==> config.mk <==
export PLATFORM = sky130hd
export DESIGN_NAME = acc_top
export DESIGN_NICKNAME = d
export VERILOG_FILES = /design/src/inc/acc_pkg.sv /design/src/acc_channel.sv /design/src/acc_top.sv
export SDC_FILE = /design/constraint.sdc
export NUM_CORES = 1
export LEC_CHECK = 0
export ABC_AREA = 1
export BUFFER_PORTS_ARGS = -buffer_cell sky130_fd_sc_hd__buf_2
export CAP_MARGIN = 40
export CORE_ASPECT_RATIO = 1.5
export CORE_UTILIZATION = 42
export CTS_BUF_LIST = sky130_fd_sc_hd__clkbuf_8 sky130_fd_sc_hd__clkbuf_16
export DETAILED_ROUTE_END_ITERATION = 8
export GPL_TIMING_DRIVEN = 0
export PLACE_DENSITY = 0.76
export SLEW_MARGIN = 5
export SYNTH_ARGS = -nofsm -noshare
export SYNTH_HDL_FRONTEND = slang
export SYNTH_SLANG_ARGS = --single-unit
export TNS_END_PERCENT = 1
==> constraint.sdc <==
create_clock -name pclk -period 1.32 [get_ports pclk]
set_input_delay 0.066 -clock pclk [delete_from_list [all_inputs] [get_ports pclk]]
set_output_delay 0.066 -clock pclk [all_outputs]
set_load 0.03 [all_outputs]
==> src/inc/acc_pkg.sv <==
package acc_pkg;
    localparam int NUM_CMP = 2;
    // Register indices; byte address is four times the index
    localparam logic [11:0] IDX_CTRL0 = 12'h000;
    localparam logic [11:0] IDX_TRIM0 = 12'h001;
    localparam logic [11:0] IDX_CTRL1 = 12'h002;
    localparam logic [11:0] IDX_TRIM1 = 12'h003;
    localparam logic [11:0] IDX_FLAGS = 12'h004;
    localparam logic [11:0] IDX_SYS = 12'h005;
    // Control register fields
    localparam int CTRL_EN_BIT = 6;
    localparam int CTRL_INV_BIT = 5;
    localparam int CTRL_RES_BIT = 4;
    localparam int CTRL_SPD_LSB = 2;
    // Trim register fields
    localparam int TRIM_CAL_BIT = 6;
    localparam int TRIM_REF_BIT = 5;
    localparam int TRIM_VAL_LSB = 0;
    localparam int TRIM_W = 5;
    localparam int SPD_W = 2;
    // Sleep/idle control register field
    localparam int SYS_LOWPWR_BIT = 0;
    localparam logic [7:0] CTRL_RST = 8'h00;
    localparam logic [7:0] TRIM_RST = 8'h00;
    localparam logic [31:0] RDATA_ZERO = 32'h0000_0000;
    typedef enum logic [1:0] {
        ACC_SPD_SLOWEST = 2'b00,
        ACC_SPD_SLOW = 2'b01,
        ACC_SPD_FAST = 2'b10,
        ACC_SPD_FASTEST = 2'b11
    } acc_speed_t;
endpackage

==> src/acc_channel.sv <==
`default_nettype none
// One comparator channel: sync, polarity, gating, change detect
module acc_channel
    import acc_pkg::*;
(
    input wire logic pclk,
    input wire logic presetn,
    input wire logic cmp_enable,
    input wire logic cmp_invert,
    input wire logic raw_async,
    output logic cmp_result_ff,
    output logic change_pulse_ff
);
    logic sync1_ff;
    logic sync2_ff;
    logic nxt_result;

    always_ff @(posedge pclk or negedge presetn) begin
        if (!presetn) begin
            sync1_ff <= 1'b0;
            sync2_ff <= 1'b0;
        end else begin
            sync1_ff <= raw_async;
            sync2_ff <= sync1_ff;
        end
    end

    // Disabled comparator reads zero whatever the polarity
    assign nxt_result = cmp_enable ? (sync2_ff ^ cmp_invert) : 1'b0;

    always_ff @(posedge pclk or negedge presetn) begin
        if (!presetn) begin
            cmp_result_ff <= 1'b0;
        end else begin
            cmp_result_ff <= nxt_result;
        end
    end

    // Change taken from the register bit, not from any pin
    always_ff @(posedge pclk or negedge presetn) begin
        if (!presetn) begin
            change_pulse_ff <= 1'b0;
        end else begin
            change_pulse_ff <= nxt_result ^ cmp_result_ff;
        end
    end
endmodule
`default_nettype wire

==> src/acc_top.sv <==
// Operation
// - Disabled comparator powers down, result zero
// - Invert bit inverts the raw comparison result
// - Result reads one when plus exceeds minus
// - Two-bit speed field, 00 slowest, 11 fastest
// - Calibration mode bit; hysteresis off when calibrating
// - Reference select: minus at 0, plus 1
// - Five-bit read-write trim drives comparator offset
// - Result bit change sets interrupt flag
// - Flag during sleep with enable raises wakeup; the code wakes only when a result change sets a clear flag
// - Enabled comparator keeps running in low power
// - Shared port data reads zero while enabled
// - Enabling disconnects pull-highs on shared pins
// - Unimplemented bits read as zero
`default_nettype none
module acc_top
    import acc_pkg::*;
(
    input wire logic pclk,
    input wire logic presetn,
    input wire logic psel,
    input wire logic penable,
    input wire logic pwrite,
    input wire logic [31:0] paddr,
    input wire logic [31:0] pwdata,
    output logic [31:0] prdata,
    output logic pready,
    output logic pslverr,
    input wire logic [NUM_CMP-1:0] cmp_raw_async,
    output logic [NUM_CMP-1:0] cmp_power_on,
    output logic [NUM_CMP-1:0] cmp_hyst_en,
    output logic [NUM_CMP-1:0] cmp_cal_ref_sel,
    output logic [NUM_CMP*SPD_W-1:0] cmp_speed_sel,
    output logic [NUM_CMP*TRIM_W-1:0] cmp_trim_value,
    output logic [NUM_CMP-1:0] cmp_pullup_off,
    output logic [NUM_CMP-1:0] cmp_port_read_mask,
    output logic [NUM_CMP-1:0] cmp_irq_flag,
    output logic wakeup_req
);
    logic [7:0] ctrl_ff [NUM_CMP];
    logic [7:0] trim_ff [NUM_CMP];
    logic [NUM_CMP-1:0] result;
    logic [NUM_CMP-1:0] change;
    logic [NUM_CMP-1:0] flag_ff;
    logic lowpwr_ff;
    logic [31:0] prdata_ff;
    logic pready_ff;
    logic pslverr_ff;
    logic [NUM_CMP-1:0] power_ff;
    logic [NUM_CMP-1:0] hyst_ff;
    logic [NUM_CMP-1:0] ref_ff;
    logic [NUM_CMP*SPD_W-1:0] speed_ff;
    logic [NUM_CMP*TRIM_W-1:0] tval_ff;
    logic [NUM_CMP-1:0] pullup_off_ff;
    logic [NUM_CMP-1:0] port_mask_ff;
    logic wake_ff;
    logic [11:0] idx;
    logic access;
    logic wr;
    logic addr_ok;
    logic [NUM_CMP-1:0] flag_wr;
    logic [NUM_CMP-1:0] flag_wdata;
    logic [31:0] nxt_prdata;
    logic [NUM_CMP-1:0] nxt_flag;

    assign idx = paddr[13:2];
    // Two-cycle access phase: pready rises in the second cycle of each access
    assign access = psel && penable && !pready_ff;
    assign wr = access && pwrite && addr_ok;
    assign addr_ok = (paddr[1:0] == 2'b00) && (idx <= IDX_SYS) && (paddr[31:14] == 18'h0_0000);

    genvar g;
    generate
        for (g = 0; g < NUM_CMP; g++) begin : g_cmp
            acc_channel u_ch (
                .pclk(pclk),
                .presetn(presetn),
                .cmp_enable(ctrl_ff[g][CTRL_EN_BIT]),
                .cmp_invert(ctrl_ff[g][CTRL_INV_BIT]),
                .raw_async(cmp_raw_async[g]),
                .cmp_result_ff(result[g]),
                .change_pulse_ff(change[g])
            );

            // Result bit is read-only; unimplemented bits stay zero
            always_ff @(posedge pclk or negedge presetn) begin
                if (!presetn) begin
                    ctrl_ff[g] <= CTRL_RST;
                end else if (wr && idx == IDX_CTRL0 + 12'(2 * g)) begin
                    ctrl_ff[g] <= {1'b0, pwdata[CTRL_EN_BIT], pwdata[CTRL_INV_BIT], 1'b0,
                                   pwdata[CTRL_SPD_LSB +: SPD_W], 2'b00};
                end
            end

            always_ff @(posedge pclk or negedge presetn) begin
                if (!presetn) begin
                    trim_ff[g] <= TRIM_RST;
                end else if (wr && idx == IDX_TRIM0 + 12'(2 * g)) begin
                    trim_ff[g] <= {1'b0, pwdata[TRIM_CAL_BIT], pwdata[TRIM_REF_BIT],
                                   pwdata[TRIM_VAL_LSB +: TRIM_W]};
                end
            end

            // Analog-facing controls, registered
            always_ff @(posedge pclk or negedge presetn) begin
                if (!presetn) begin
                    power_ff[g] <= 1'b0;
                    hyst_ff[g] <= 1'b0;
                    ref_ff[g] <= 1'b0;
                    speed_ff[g*SPD_W +: SPD_W] <= ACC_SPD_SLOWEST;
                    tval_ff[g*TRIM_W +: TRIM_W] <= '0;
                    pullup_off_ff[g] <= 1'b0;
                    port_mask_ff[g] <= 1'b0;
                end else begin
                    // Power stays up regardless of low-power mode
                    power_ff[g] <= ctrl_ff[g][CTRL_EN_BIT];
                    hyst_ff[g] <= !trim_ff[g][TRIM_CAL_BIT];
                    ref_ff[g] <= trim_ff[g][TRIM_REF_BIT];
                    speed_ff[g*SPD_W +: SPD_W] <= ctrl_ff[g][CTRL_SPD_LSB +: SPD_W];
                    tval_ff[g*TRIM_W +: TRIM_W] <= trim_ff[g][TRIM_VAL_LSB +: TRIM_W];
                    pullup_off_ff[g] <= ctrl_ff[g][CTRL_EN_BIT];
                    port_mask_ff[g] <= ctrl_ff[g][CTRL_EN_BIT];
                end
            end

            // Software may set or clear the flag; a change in the same cycle wins
            assign flag_wr[g] = wr && idx == IDX_FLAGS;
            assign flag_wdata[g] = pwdata[g];
            assign nxt_flag[g] = change[g] ? 1'b1 : (flag_wr[g] ? flag_wdata[g] : flag_ff[g]);
        end
    endgenerate

    always_ff @(posedge pclk or negedge presetn) begin
        if (!presetn) begin
            flag_ff <= '0;
        end else begin
            flag_ff <= nxt_flag;
        end
    end

    always_ff @(posedge pclk or negedge presetn) begin
        if (!presetn) begin
            lowpwr_ff <= 1'b0;
        end else if (wr && idx == IDX_SYS) begin
            lowpwr_ff <= pwdata[SYS_LOWPWR_BIT];
        end
    end

    // Wake only on a fresh flag rise; a preset flag cannot rise again
    always_ff @(posedge pclk or negedge presetn) begin
        if (!presetn) begin
            wake_ff <= 1'b0;
        end else begin
            wake_ff <= lowpwr_ff && |(change & ~flag_ff & power_ff);
        end
    end

    always_comb begin
        nxt_prdata = RDATA_ZERO;
        unique case (idx)
            IDX_CTRL0: nxt_prdata = {24'h00_0000, ctrl_ff[0] | {3'b000, result[0], 4'h0}};
            IDX_TRIM0: nxt_prdata = {24'h00_0000, trim_ff[0]};
            IDX_CTRL1: nxt_prdata = {24'h00_0000, ctrl_ff[1] | {3'b000, result[1], 4'h0}};
            IDX_TRIM1: nxt_prdata = {24'h00_0000, trim_ff[1]};
            IDX_FLAGS: nxt_prdata = {30'h0000_0000, flag_ff};
            IDX_SYS: nxt_prdata = {31'h0000_0000, lowpwr_ff};
            default: nxt_prdata = RDATA_ZERO;
        endcase
        if (!addr_ok) begin
            nxt_prdata = RDATA_ZERO;
        end
    end

    // Answer one cycle into the access phase
    always_ff @(posedge pclk or negedge presetn) begin
        if (!presetn) begin
            pready_ff <= 1'b0;
            pslverr_ff <= 1'b0;
            prdata_ff <= RDATA_ZERO;
        end else begin
            pready_ff <= access;
            pslverr_ff <= access && !addr_ok;
            if (access && !pwrite) begin
                prdata_ff <= nxt_prdata;
            end
        end
    end

    assign prdata = prdata_ff;
    assign pready = pready_ff;
    assign pslverr = pslverr_ff;
    assign cmp_power_on = power_ff;
    assign cmp_hyst_en = hyst_ff;
    assign cmp_cal_ref_sel = ref_ff;
    assign cmp_speed_sel = speed_ff;
    assign cmp_trim_value = tval_ff;
    assign cmp_pullup_off = pullup_off_ff;
    assign cmp_port_read_mask = port_mask_ff;
    assign cmp_irq_flag = flag_ff;
    assign wakeup_req = wake_ff;
endmodule
`default_nettype wire

== Yosys cells after proc, flatten, opt, wreduce, memory -nomap -nowiden ==
Cells that the tools add are included.
Storage, ports and cells
  bits in registers: 88
  output and inout port bits: 61
  bits of input ports: 71
Cells by class
  order comparisons: 1
  reduce and logical (&&, ||, !) cells: 26
  bitwise operators: 9
  eq/ne operators: 5
  multiplexer cells: 8
Operator list (number)
  7-bit one-hot mux with 6 select lines: 1
  32-bit two-way mux: 1
  12-bit by 2-bit equality test with 1-bit output, second input constant: 2
  12-bit by 3-bit equality test with 1-bit output, second input constant: 2
  18-bit zero test: 1
  1-bit logical AND: 15
  7-bit by 5-bit bitwise OR with 7-bit output: 2
  12-bit by 1-bit equality test with 1-bit output, second input constant: 1
  12-bit by 3-bit <= comparator with 1-bit output, second input constant: 1
  12-bit zero test: 1
  1-bit two-way mux: 6
  1-bit zero test: 5
  2-bit AND: 2
  2-bit nonzero test: 2
  1-bit XOR: 4
  2-bit zero test: 1
  2-bit inverter: 1
  2-bit OR reduction: 1

== Logic depth before layout (Yosys ltp) ==
Gate-level depths: netlist of the first run.
  word-level depth: 7
  gate-level depth with buffers: 10
  gate-level depth less buffers: 10

== Cells and area by module ==
From an unflattened synthesis of the first run, not the netlist that was laid out.
Second synthesis, totals
  cells, all modules: 329
  area, all modules: 3015.4 um2
By module, submodules not included
  acc_top: seq. area each 1376.3 um2, times used 1, area each 2717.6 um2, cells an instance 301
  acc_channel: seq. area each 100.1 um2, times used 2, area each 148.9 um2, cells an instance 14

== Worst setup path after synthesis of the first run ==
No wires, ideal clock.
  path type: reg2reg
  from: reg pready_ff (netlist: pready)
  to: reg trim_ff[3] (netlist bit)
  clock period less this slack: 1.489 ns
  setup time: 0.122 ns
  buffers on the path: 1
  path slack: -0.169 ns
  stages on the path, launching flop included: 8
  arrival time: 1.367 ns
  path through: dfrtp_1 nor2_1 nand2_1 nor2_4 nand3_4 buf_6 nand2_1 o21ai_1
Between the ends
  longest elaborated chain between the ends: 5
Ends and longest elaborated chain
  from (decl): line acc_top.sv:47  | logic pready_ff;
  from (signal assigned): line acc_top.sv:181  | pready_ff <= access;
  1-bit zero test: line acc_top.sv:68  | assign access = psel && penable && !pready_ff;
  1-bit logical AND: line acc_top.sv:68
  1-bit logical AND (2 in a row): line acc_top.sv:69  | assign wr = access && pwrite && addr_ok;
  1-bit logical AND: line acc_top.sv:98  | end else if (wr && idx == IDX_TRIM0 + 12'(2 * g)) begin
  to (signal, indexed assignment): line acc_top.sv:99  | trim_ff[g] <= {1'b0, pwdata[TRIM_CAL_BIT], pwdata[TRIM_REF_BIT],
  to (decl): line acc_top.sv:41  | logic [7:0] trim_ff [NUM_CMP];
Every way passes these cells.
A chain may end at the register's enable or synchronous reset.

== Worst setup path after layout of the first run ==
  from: reg pready_ff (netlist: pready)
  to: reg ctrl_ff[6] (netlist bit)
Between the ends
  longest elaborated chain between the ends: 5
Ends and longest elaborated chain
  1-bit zero test: line acc_top.sv:68
  1-bit logical AND: line acc_top.sv:68
  1-bit logical AND (2 in a row): line acc_top.sv:69
  1-bit logical AND: line acc_top.sv:89  | end else if (wr && idx == IDX_CTRL0 + 12'(2 * g)) begin
  to (signal, indexed assignment): line acc_top.sv:90  | ctrl_ff[g] <= {1'b0, pwdata[CTRL_EN_BIT], pwdata[CTRL_INV_BIT], 1'b0,
  to (decl): line acc_top.sv:40  | logic [7:0] ctrl_ff [NUM_CMP];
Every way passes these cells.

==> flow_metrics.env, run 1 <==
export IMPL_status="finished, violations left"
export IMPL_violations="setup timing"
export IMPL_grtUsageTotal_pct=18.63
export IMPL_antenna_found_initial=0
export IMPL_overflow=0
export IMPL_hold_worst_slack_ps=24.19
export IMPL_path_max_fanout=8
export IMPL_synth_top_area_share_pct=54.45
export IMPL_die_w_um=69.79
export IMPL_crit_end="ctrl_ff[6]"
export IMPL_reg2regPathDepth=7
export IMPL_rr_endpoint="ctrl_ff[6]"
export IMPL_io_buffer_count=81
export IMPL_area_growth_pct=32.41
export IMPL_clock_latency_ps=340
export IMPL_synth_seq_area_share_pct=54.45
export IMPL_ys_flop_type="dfrtp_1"
export IMPL_ys_seq_elements=63
export IMPL_ioPinCount=132
export IMPL_wl_per_cell_um=12.21
export IMPL_grt_pass1_wl_mm=10.42
export IMPL_finalHoldViolCount=0
export IMPL_maxSlewViolCount=0
export IMPL_yosysUniqueCellTypes=25
export IMPL_mappedNetlistArea_mm2=0.002895
export IMPL_setup_ws_ps=-55.02
export IMPL_die_h_um=103.7
export IMPL_htree_levels=3
export IMPL_n_antenna_cell=0
export IMPL_r2r_setup_slack_ps=-60
export IMPL_viasPerCell=4.669
export IMPL_synth_cells=311
export IMPL_num_rows=36
export IMPL_switching_share_pct=23.68
export IMPL_period_minus_slack_ps=1375
export IMPL_num_vias=2409
export IMPL_initial_core_util_pct=44.03
export IMPL_first_pass_iters=4
export IMPL_core_area_mm2=0.006576
export IMPL_drive_gt1_share_pct=35.91
export IMPL_p_leak_nw=2.112
export IMPL_cp_data_arrival_time_ps=1600
export IMPL_power_density_mw_per_mm2=1023
export IMPL_pwr_share_comb_pct=10.1
export IMPL_cts_root_buffer="clkbuf_8"
export IMPL_r2r_start="pready"
export IMPL_cp_start_kind="register"
export IMPL_place_area_mm2=0.003547
export IMPL_avgSynthCellArea_um2=9.310
export IMPL_setup_violations=16
export IMPL_yosysWarnings=0
export IMPL_path_clk_slew_ps=70
export IMPL_ys_async_sr_fraction_pct=100.0
export IMPL_p_switching_uw=928.4
export IMPL_routed_wl_mm=6.301
export IMPL_period_share_pct=104.2
export IMPL_dp_cells=494
export IMPL_ir_worst_vdd_v=0.0006731
export IMPL_internal_power_mw=2.992
export IMPL_cts_buffers=9
export IMPL_rsz0062_at_grt="true"
export IMPL_final_nets=506
export IMPL_place_congestion=0.9327
export IMPL_dpl_hpwl_mm=4.969
export IMPL_critPathCaptureType="register"
export IMPL_cts_tree="done"
export IMPL_p_seq_share_pct=49.6
export IMPL_clkPwrFrac_pct=40.3
export IMPL_critPathRequiredTime_ps=1540
export IMPL_cts_path_max_buffers=2
export IMPL_max_freq_mhz=727.3
export IMPL_grt_max_degree=24
export IMPL_cts_sinks=63
export IMPL_max_cap_violations=0
export IMPL_synth_area_leader_cell="dfrtp_1"
export IMPL_crit_type="register to register"
export IMPL_skew_ps=5.171
export IMPL_power_mw=3.920
export IMPL_first_iter_violations=123
export IMPL_setup_tns_ps=-425.7
export IMPL_drcViolationCount=0
export IMPL_hp_class="input pin to register"
export IMPL_dieArea_mm2=0.007236
export IMPL_cp_startpoint="pready"
export IMPL_antenna_left=0
export IMPL_synth_area_leaders="dfrtp_1 54%, nand2_1 9.7%, buf_4 7.5%"
export IMPL_design_area_mm2=0.003834
export IMPL_grt_pass1_vias=2336
export IMPL_synth_edff_count=0
export IMPL_fin_cells=516
## worst max-delay path, cell delays in order, from the launching register on
cell and delay [ps]:
dfrtp_2 410, nor2_2 90, nand2_2 110, nor2_4 210
buf_12 160, nand3_4 110, nand2_1 110, o21ai_1 60
## sequential cells by signal, indices dropped and copies added, names as in the netlist
| signal | flops |
|---|---|
| cmp_cal_ref_sel | 2 |
| cmp_hyst_en | 2 |
| cmp_irq_flag | 2 |
| cmp_port_read_mask | 2 |
| cmp_speed_sel | 4 |
| cmp_trim_value | 10 |
| ctrl_ff | 8 |
| g_cmp.u_ch.change_pulse_ff | 2 |
| g_cmp.u_ch.cmp_result_ff | 2 |
| g_cmp.u_ch.sync1_ff | 2 |
| g_cmp.u_ch.sync2_ff | 2 |
| lowpwr_ff | 1 |
| prdata | 7 |
| pready | 1 |
| pslverr | 1 |
| trim_ff | 14 |
| wakeup_req | 1 |
## per-layer routing
layer | part of all wire, % | vias up | GRT usage (%)
li1 | - | 1202 | -
met1 | 37 | 1099 | 19.43
met2 | 54 | 94 | 33.52
met3 | 6.5 | 14 | 4.864
met4 | 3.0 | 0 | 9.714
met5 | 0 | - | 0
## synth_stat cells, types with 3 or more instances
cell type,number
nand2_1,75
dfrtp_1,63
buf_4,29
nor2_1,29
nand3_1,24
o21ai_1,23
inv_1,22
nand4_1,11
nor2_2,9
nand3_4,4
nor3_1,3
## layout by cell type, fill, tap and decap left out, types with 2 or more instances in the layout
cell / instances
buf_16: 2
buf_2: 82
buf_4: 29
buf_6: 2
clkbuf_8: 10
conb_1: 25
dfrtp_1: 62
dlygate4sd3_1: 5
inv_1: 25
nand2_1: 73
nand2_2: 4
nand3_1: 24
nand3_4: 4
nand4_1: 11
nor2_1: 28
nor2_2: 9
nor2_4: 2
nor2_8: 2
nor3_1: 2
o21ai_1: 22
xor2_1: 2
## power by group through the flow
stage	sequential [mW]	combinational, mW	clock [mW]
after floorplan	1.99	0.219	0
after global placement	1.98	0.348	0
after detailed placement	1.98	0.376	0
after CTS	1.94	0.393	1.60
after global routing	1.94	0.429	1.67
final	1.94	0.395	1.58
## kinds of logic (layout without fill, tap and decap cells)
group / after synthesis / after routing / synth area share [%]
simple gates: 163 / 163 / 27.92
flops: 63 / 63 / 54.45
buf+inv: 57 / 162 / 12.10
compound gates: 25 / 25 / 4.797
xor+xnor: 2 / 2 / 0.6051
other cells: 1 / 25 / 0.1295
## through the flow
stage               util, %  worst slack (ps)
floorplan                 -            -117.6
global placement      53.10            -152.2
detailed placement    53.94            -196.1
CTS                   58.03            -60.94
global route          58.30            -146.7
finish                58.30            -55.02
## worst min-delay path by stage
| stage | endpoint | cells after the start | from |
|---|---|---|---|
| 4_1_cts | trim_ff[9] | 3 | pwdata[1] |
| 5_1_grt | trim_ff[9] | 3 | pwdata[1] |
| 3_3_place_gp | g_cmp[1].u_ch.sync1_ff | 1 | cmp_raw_async[1] |
| 3_5_place_dp | cmp_hyst_en[1] | 1 | presetn |
| 2_1_floorplan | cmp_cal_ref_sel[0] | 0 | presetn |
| 6_report | trim_ff[9] | 3 | pwdata[1] |
## area by class of cell
cell class                      instances  area (µm²)
Tap cell                               76       95.09
Clock buffer                           10       137.6
Buffer                                 33       260.3
Sequential cell                        63        1578
Timing Repair Buffer                   89       530.5
Clock inverter                          6       53.80
Fill cell                             582        2743
Multi-Input combinational cell        215        1086
Inverter                               24       92.59
## repair_timing
item,in CTS,in global routing
hold buffers,5,0
cloned,0,0
setup endpoints to repair,28,28
gates resized for setup,2,4
hold endpoints to repair,24,0
buffers inserted,1,0
pin swaps,5,1
No activity file was read; power rests on OpenSTA's default activity.
==> run 2, diff against run 1 <==
Settings changed: CORE_UTILIZATION 42 to 43, PLACE_DENSITY 0.76 to 0.77, SYNTH_HIERARCHICAL from default to 1.
==> flow_metrics.env, run 2 <==
export IMPL_max_flop_register="trim_ff"
export IMPL_p_leak_nw=2.233
export IMPL_critPathRequiredTime_ps=1550
export IMPL_overflow=0
export IMPL_period_minus_slack_ps=1368
export IMPL_synth_area_leader_cell="dfrtp_1"
export IMPL_antenna_found_initial=0
export IMPL_num_vias=2528
export IMPL_design_area_mm2=0.003994
export IMPL_power_mw=4.001
export IMPL_ys_flop_type="dfrtp_1"
export IMPL_max_freq_mhz=731.1
export IMPL_synth_edff_count=0
export IMPL_mappedNetlistArea_mm2=0.003015
export IMPL_cts_tree="done"
export IMPL_yosysMostFrequentCell="nand2_1"
export IMPL_crit_top_cell="nor2_4"
export IMPL_grt_pass1_wl_mm=11.16
export IMPL_cp_slowest_cell="dfrtp_2"
export IMPL_ys_seq_elements=63
export IMPL_io_buffer_count=81
export IMPL_crit_type="register to register"
export IMPL_die_h_um=104.6
export IMPL_cp_data_arrival_time_ps=1600
export IMPL_path_clk_slew_ps=70
export IMPL_yosysWarnings=6
export IMPL_path_max_fanout=7
export IMPL_dieArea_mm2=0.007358
export IMPL_drcViolationCount=0
export IMPL_place_area_mm2=0.003647
export IMPL_antenna_left=0
export IMPL_htree_levels=3
export IMPL_first_iter_violations=165
export IMPL_synth_area_leaders="dfrtp_1 52%, nand2_1 12%, buf_4 7.2%"
export IMPL_finalHoldViolCount=0
export IMPL_grt_max_degree=39
export IMPL_hp_class="input pin to register"
export IMPL_skew_ps=7.912
export IMPL_synth_cells=329
export IMPL_setup_ws_ps=-47.87
export IMPL_drive_gt1_share_pct=38.36
export IMPL_n_fill_cell=595
export IMPL_synthTopCellsByCount="96 x nand2_1, 63 x dfrtp_1, 31 x inv_1"
export IMPL_cts_sinks=63
export IMPL_fin_cells=542
export IMPL_reg2regPathDepth=7
export IMPL_cp_start_kind="register"
export IMPL_ioPinCount=132
export IMPL_clock_latency_ps=350
export IMPL_initial_core_util_pct=44.31
export IMPL_area_growth_pct=32.45
export IMPL_cts_root_buffer="clkbuf_8"
export IMPL_slew_headroom_pct=60.34
export IMPL_period_share_pct=103.6
export IMPL_synth_top_area_share_pct=52.28
export IMPL_num_rows=37
export IMPL_ys_async_sr_fraction_pct=100.0
export IMPL_power_density_mw_per_mm2=1002
export IMPL_status="finished, violations left"
export IMPL_first_pass_iters=4
export IMPL_core_area_mm2=0.006805
export IMPL_max_cap_violations=0
export IMPL_hold_path_depth=3
export IMPL_viasPerCell=4.664
export IMPL_cts_buffers=9
export IMPL_violations="setup timing"
export IMPL_mostFrequentLayoutCells="94 x nand2_1, 83 x buf_2, 62 x dfrtp_1, 32 x buf_4, 30 x inv_1"
export IMPL_avgSynthCellArea_um2=9.165
export IMPL_pre_cts_ws_ps=-243.8
export IMPL_largest_reg_flops=14
export IMPL_final_nets=530
export IMPL_routed_wl_mm=6.807
export IMPL_grtUsageTotal_pct=19.96
export IMPL_place_congestion=0.8626
export IMPL_wl_per_cell_um=12.56
export IMPL_crit_chain="nor2_4, nand2_4, nor2_4, buf_6, nand4_1, nand2_1, nand3_1"
export IMPL_setup_violations=16
export IMPL_tightestPinTransition_ps=595.0
export IMPL_rsz0062_at_grt="true"
export IMPL_dp_cells=513
export IMPL_synth_seq_area_share_pct=52.28
export IMPL_hold_worst_slack_ps=17.62
export IMPL_die_w_um=70.38
export IMPL_grt_pass1_vias=2439
export IMPL_slowest_delay_ps=420
export IMPL_dpl_hpwl_mm=5.210
export IMPL_cts_path_max_buffers=2
export IMPL_final_common_cell="nand2_1"
export IMPL_critPathCaptureType="register"
export IMPL_ir_worst_vdd_v=0.0004924
export IMPL_maxSlewViolCount=0
export IMPL_n_antenna_cell=0
export IMPL_yosysUniqueCellTypes=24
## run 2: cell count changes after synthesis, sizes merged, moves of 2 or more
cell   before  now
xor2        2    0
nor2       41   34
nand2      77   99
nand3      28   16
inv        24   32
nand4      11   19
buf        33   35
## run 2: layer usage
layer	track usage, %	vias up	routed length (µm)
met4	9.857	0	235
met2	34.90	88	3599
met1	22.20	1168	2616
met3	4.822	13	356
li1	-	1259	-
met5	0	-	0
## run 2: worst paths after layout
path	start	endpoint	slack, ps
worst max-delay path	pready	cmp_irq_flag[0]	-50
worst min-delay path	pwdata[0]	cmp_irq_flag[0]	20
worst max register to register	pready	cmp_irq_flag[0]	-50
worst min register to register	g_cmp[1].u_ch/sync1_ff	g_cmp[1].u_ch/sync2_ff	350
max in group asynchronous	presetn	g_cmp[0].u_ch/cmp_result_ff	450
min in group asynchronous	presetn	cmp_trim_value[5]	270
## run 2: cells by family (layout without fill, tap and decap cells)
logic type             after synthesis  count (layout)  synth area share (%)
other                                1              25                0.1244
AND/OR/NAND/NOR                    174             174                 28.46
buffers and inverters               67             178                 12.95
AO/OA/AOI/OAI                       24              24                 6.183
flip-flops                          63              63                 52.28
## run 2: metrics by stage
| step | util (%) | TNS (ps) |
|---|---|---|
| after CTS | 58.34 | -181.4 |
| after global placement | 53.30 | -5944 |
| after global routing | 58.69 | -1592 |
| after detailed placement | 53.59 | -6222 |
| after floorplan | - | -546.0 |
| final | 58.69 | -314.4 |
## run 2: worst max-delay path: cells and delay by family, from the launching register on
family	cells	cell delay [ps]
buf+inv	1	180
simple gates	6	650
flops	1	420
## run 2: area by class of cell
| cell class | count | area (µm²) | area share [%] |
|---|---|---|---|
| buffer | 35 | 280.3 | 7.018 |
| clock buffer | 9 | 123.9 | 3.102 |
| clock inverter | 7 | 72.57 | 1.817 |
| inverter | 32 | 120.1 | 3.008 |
| multi-input combinational | 223 | 1172 | 29.35 |
| sequential | 63 | 1578 | 39.50 |
| tap | 78 | 97.59 | 2.444 |
| timing repair buffer | 95 | 549.3 | 13.75 |
## run 2: power breakdown
part | internal [mW] | switching [mW]
Clock | 0.873 | 0.773
Sequential | 1.94 | 0.00426
Combinational | 0.154 | 0.257
## run 2: repair_timing
item / CTS / global route
hold endpoints to repair: 32 / 1
setup endpoints to repair: 32 / 32
pin swaps: 5 / 2
buffers inserted: 4 / 0
resized for setup: 6 / 3
hold buffers: 8 / 1
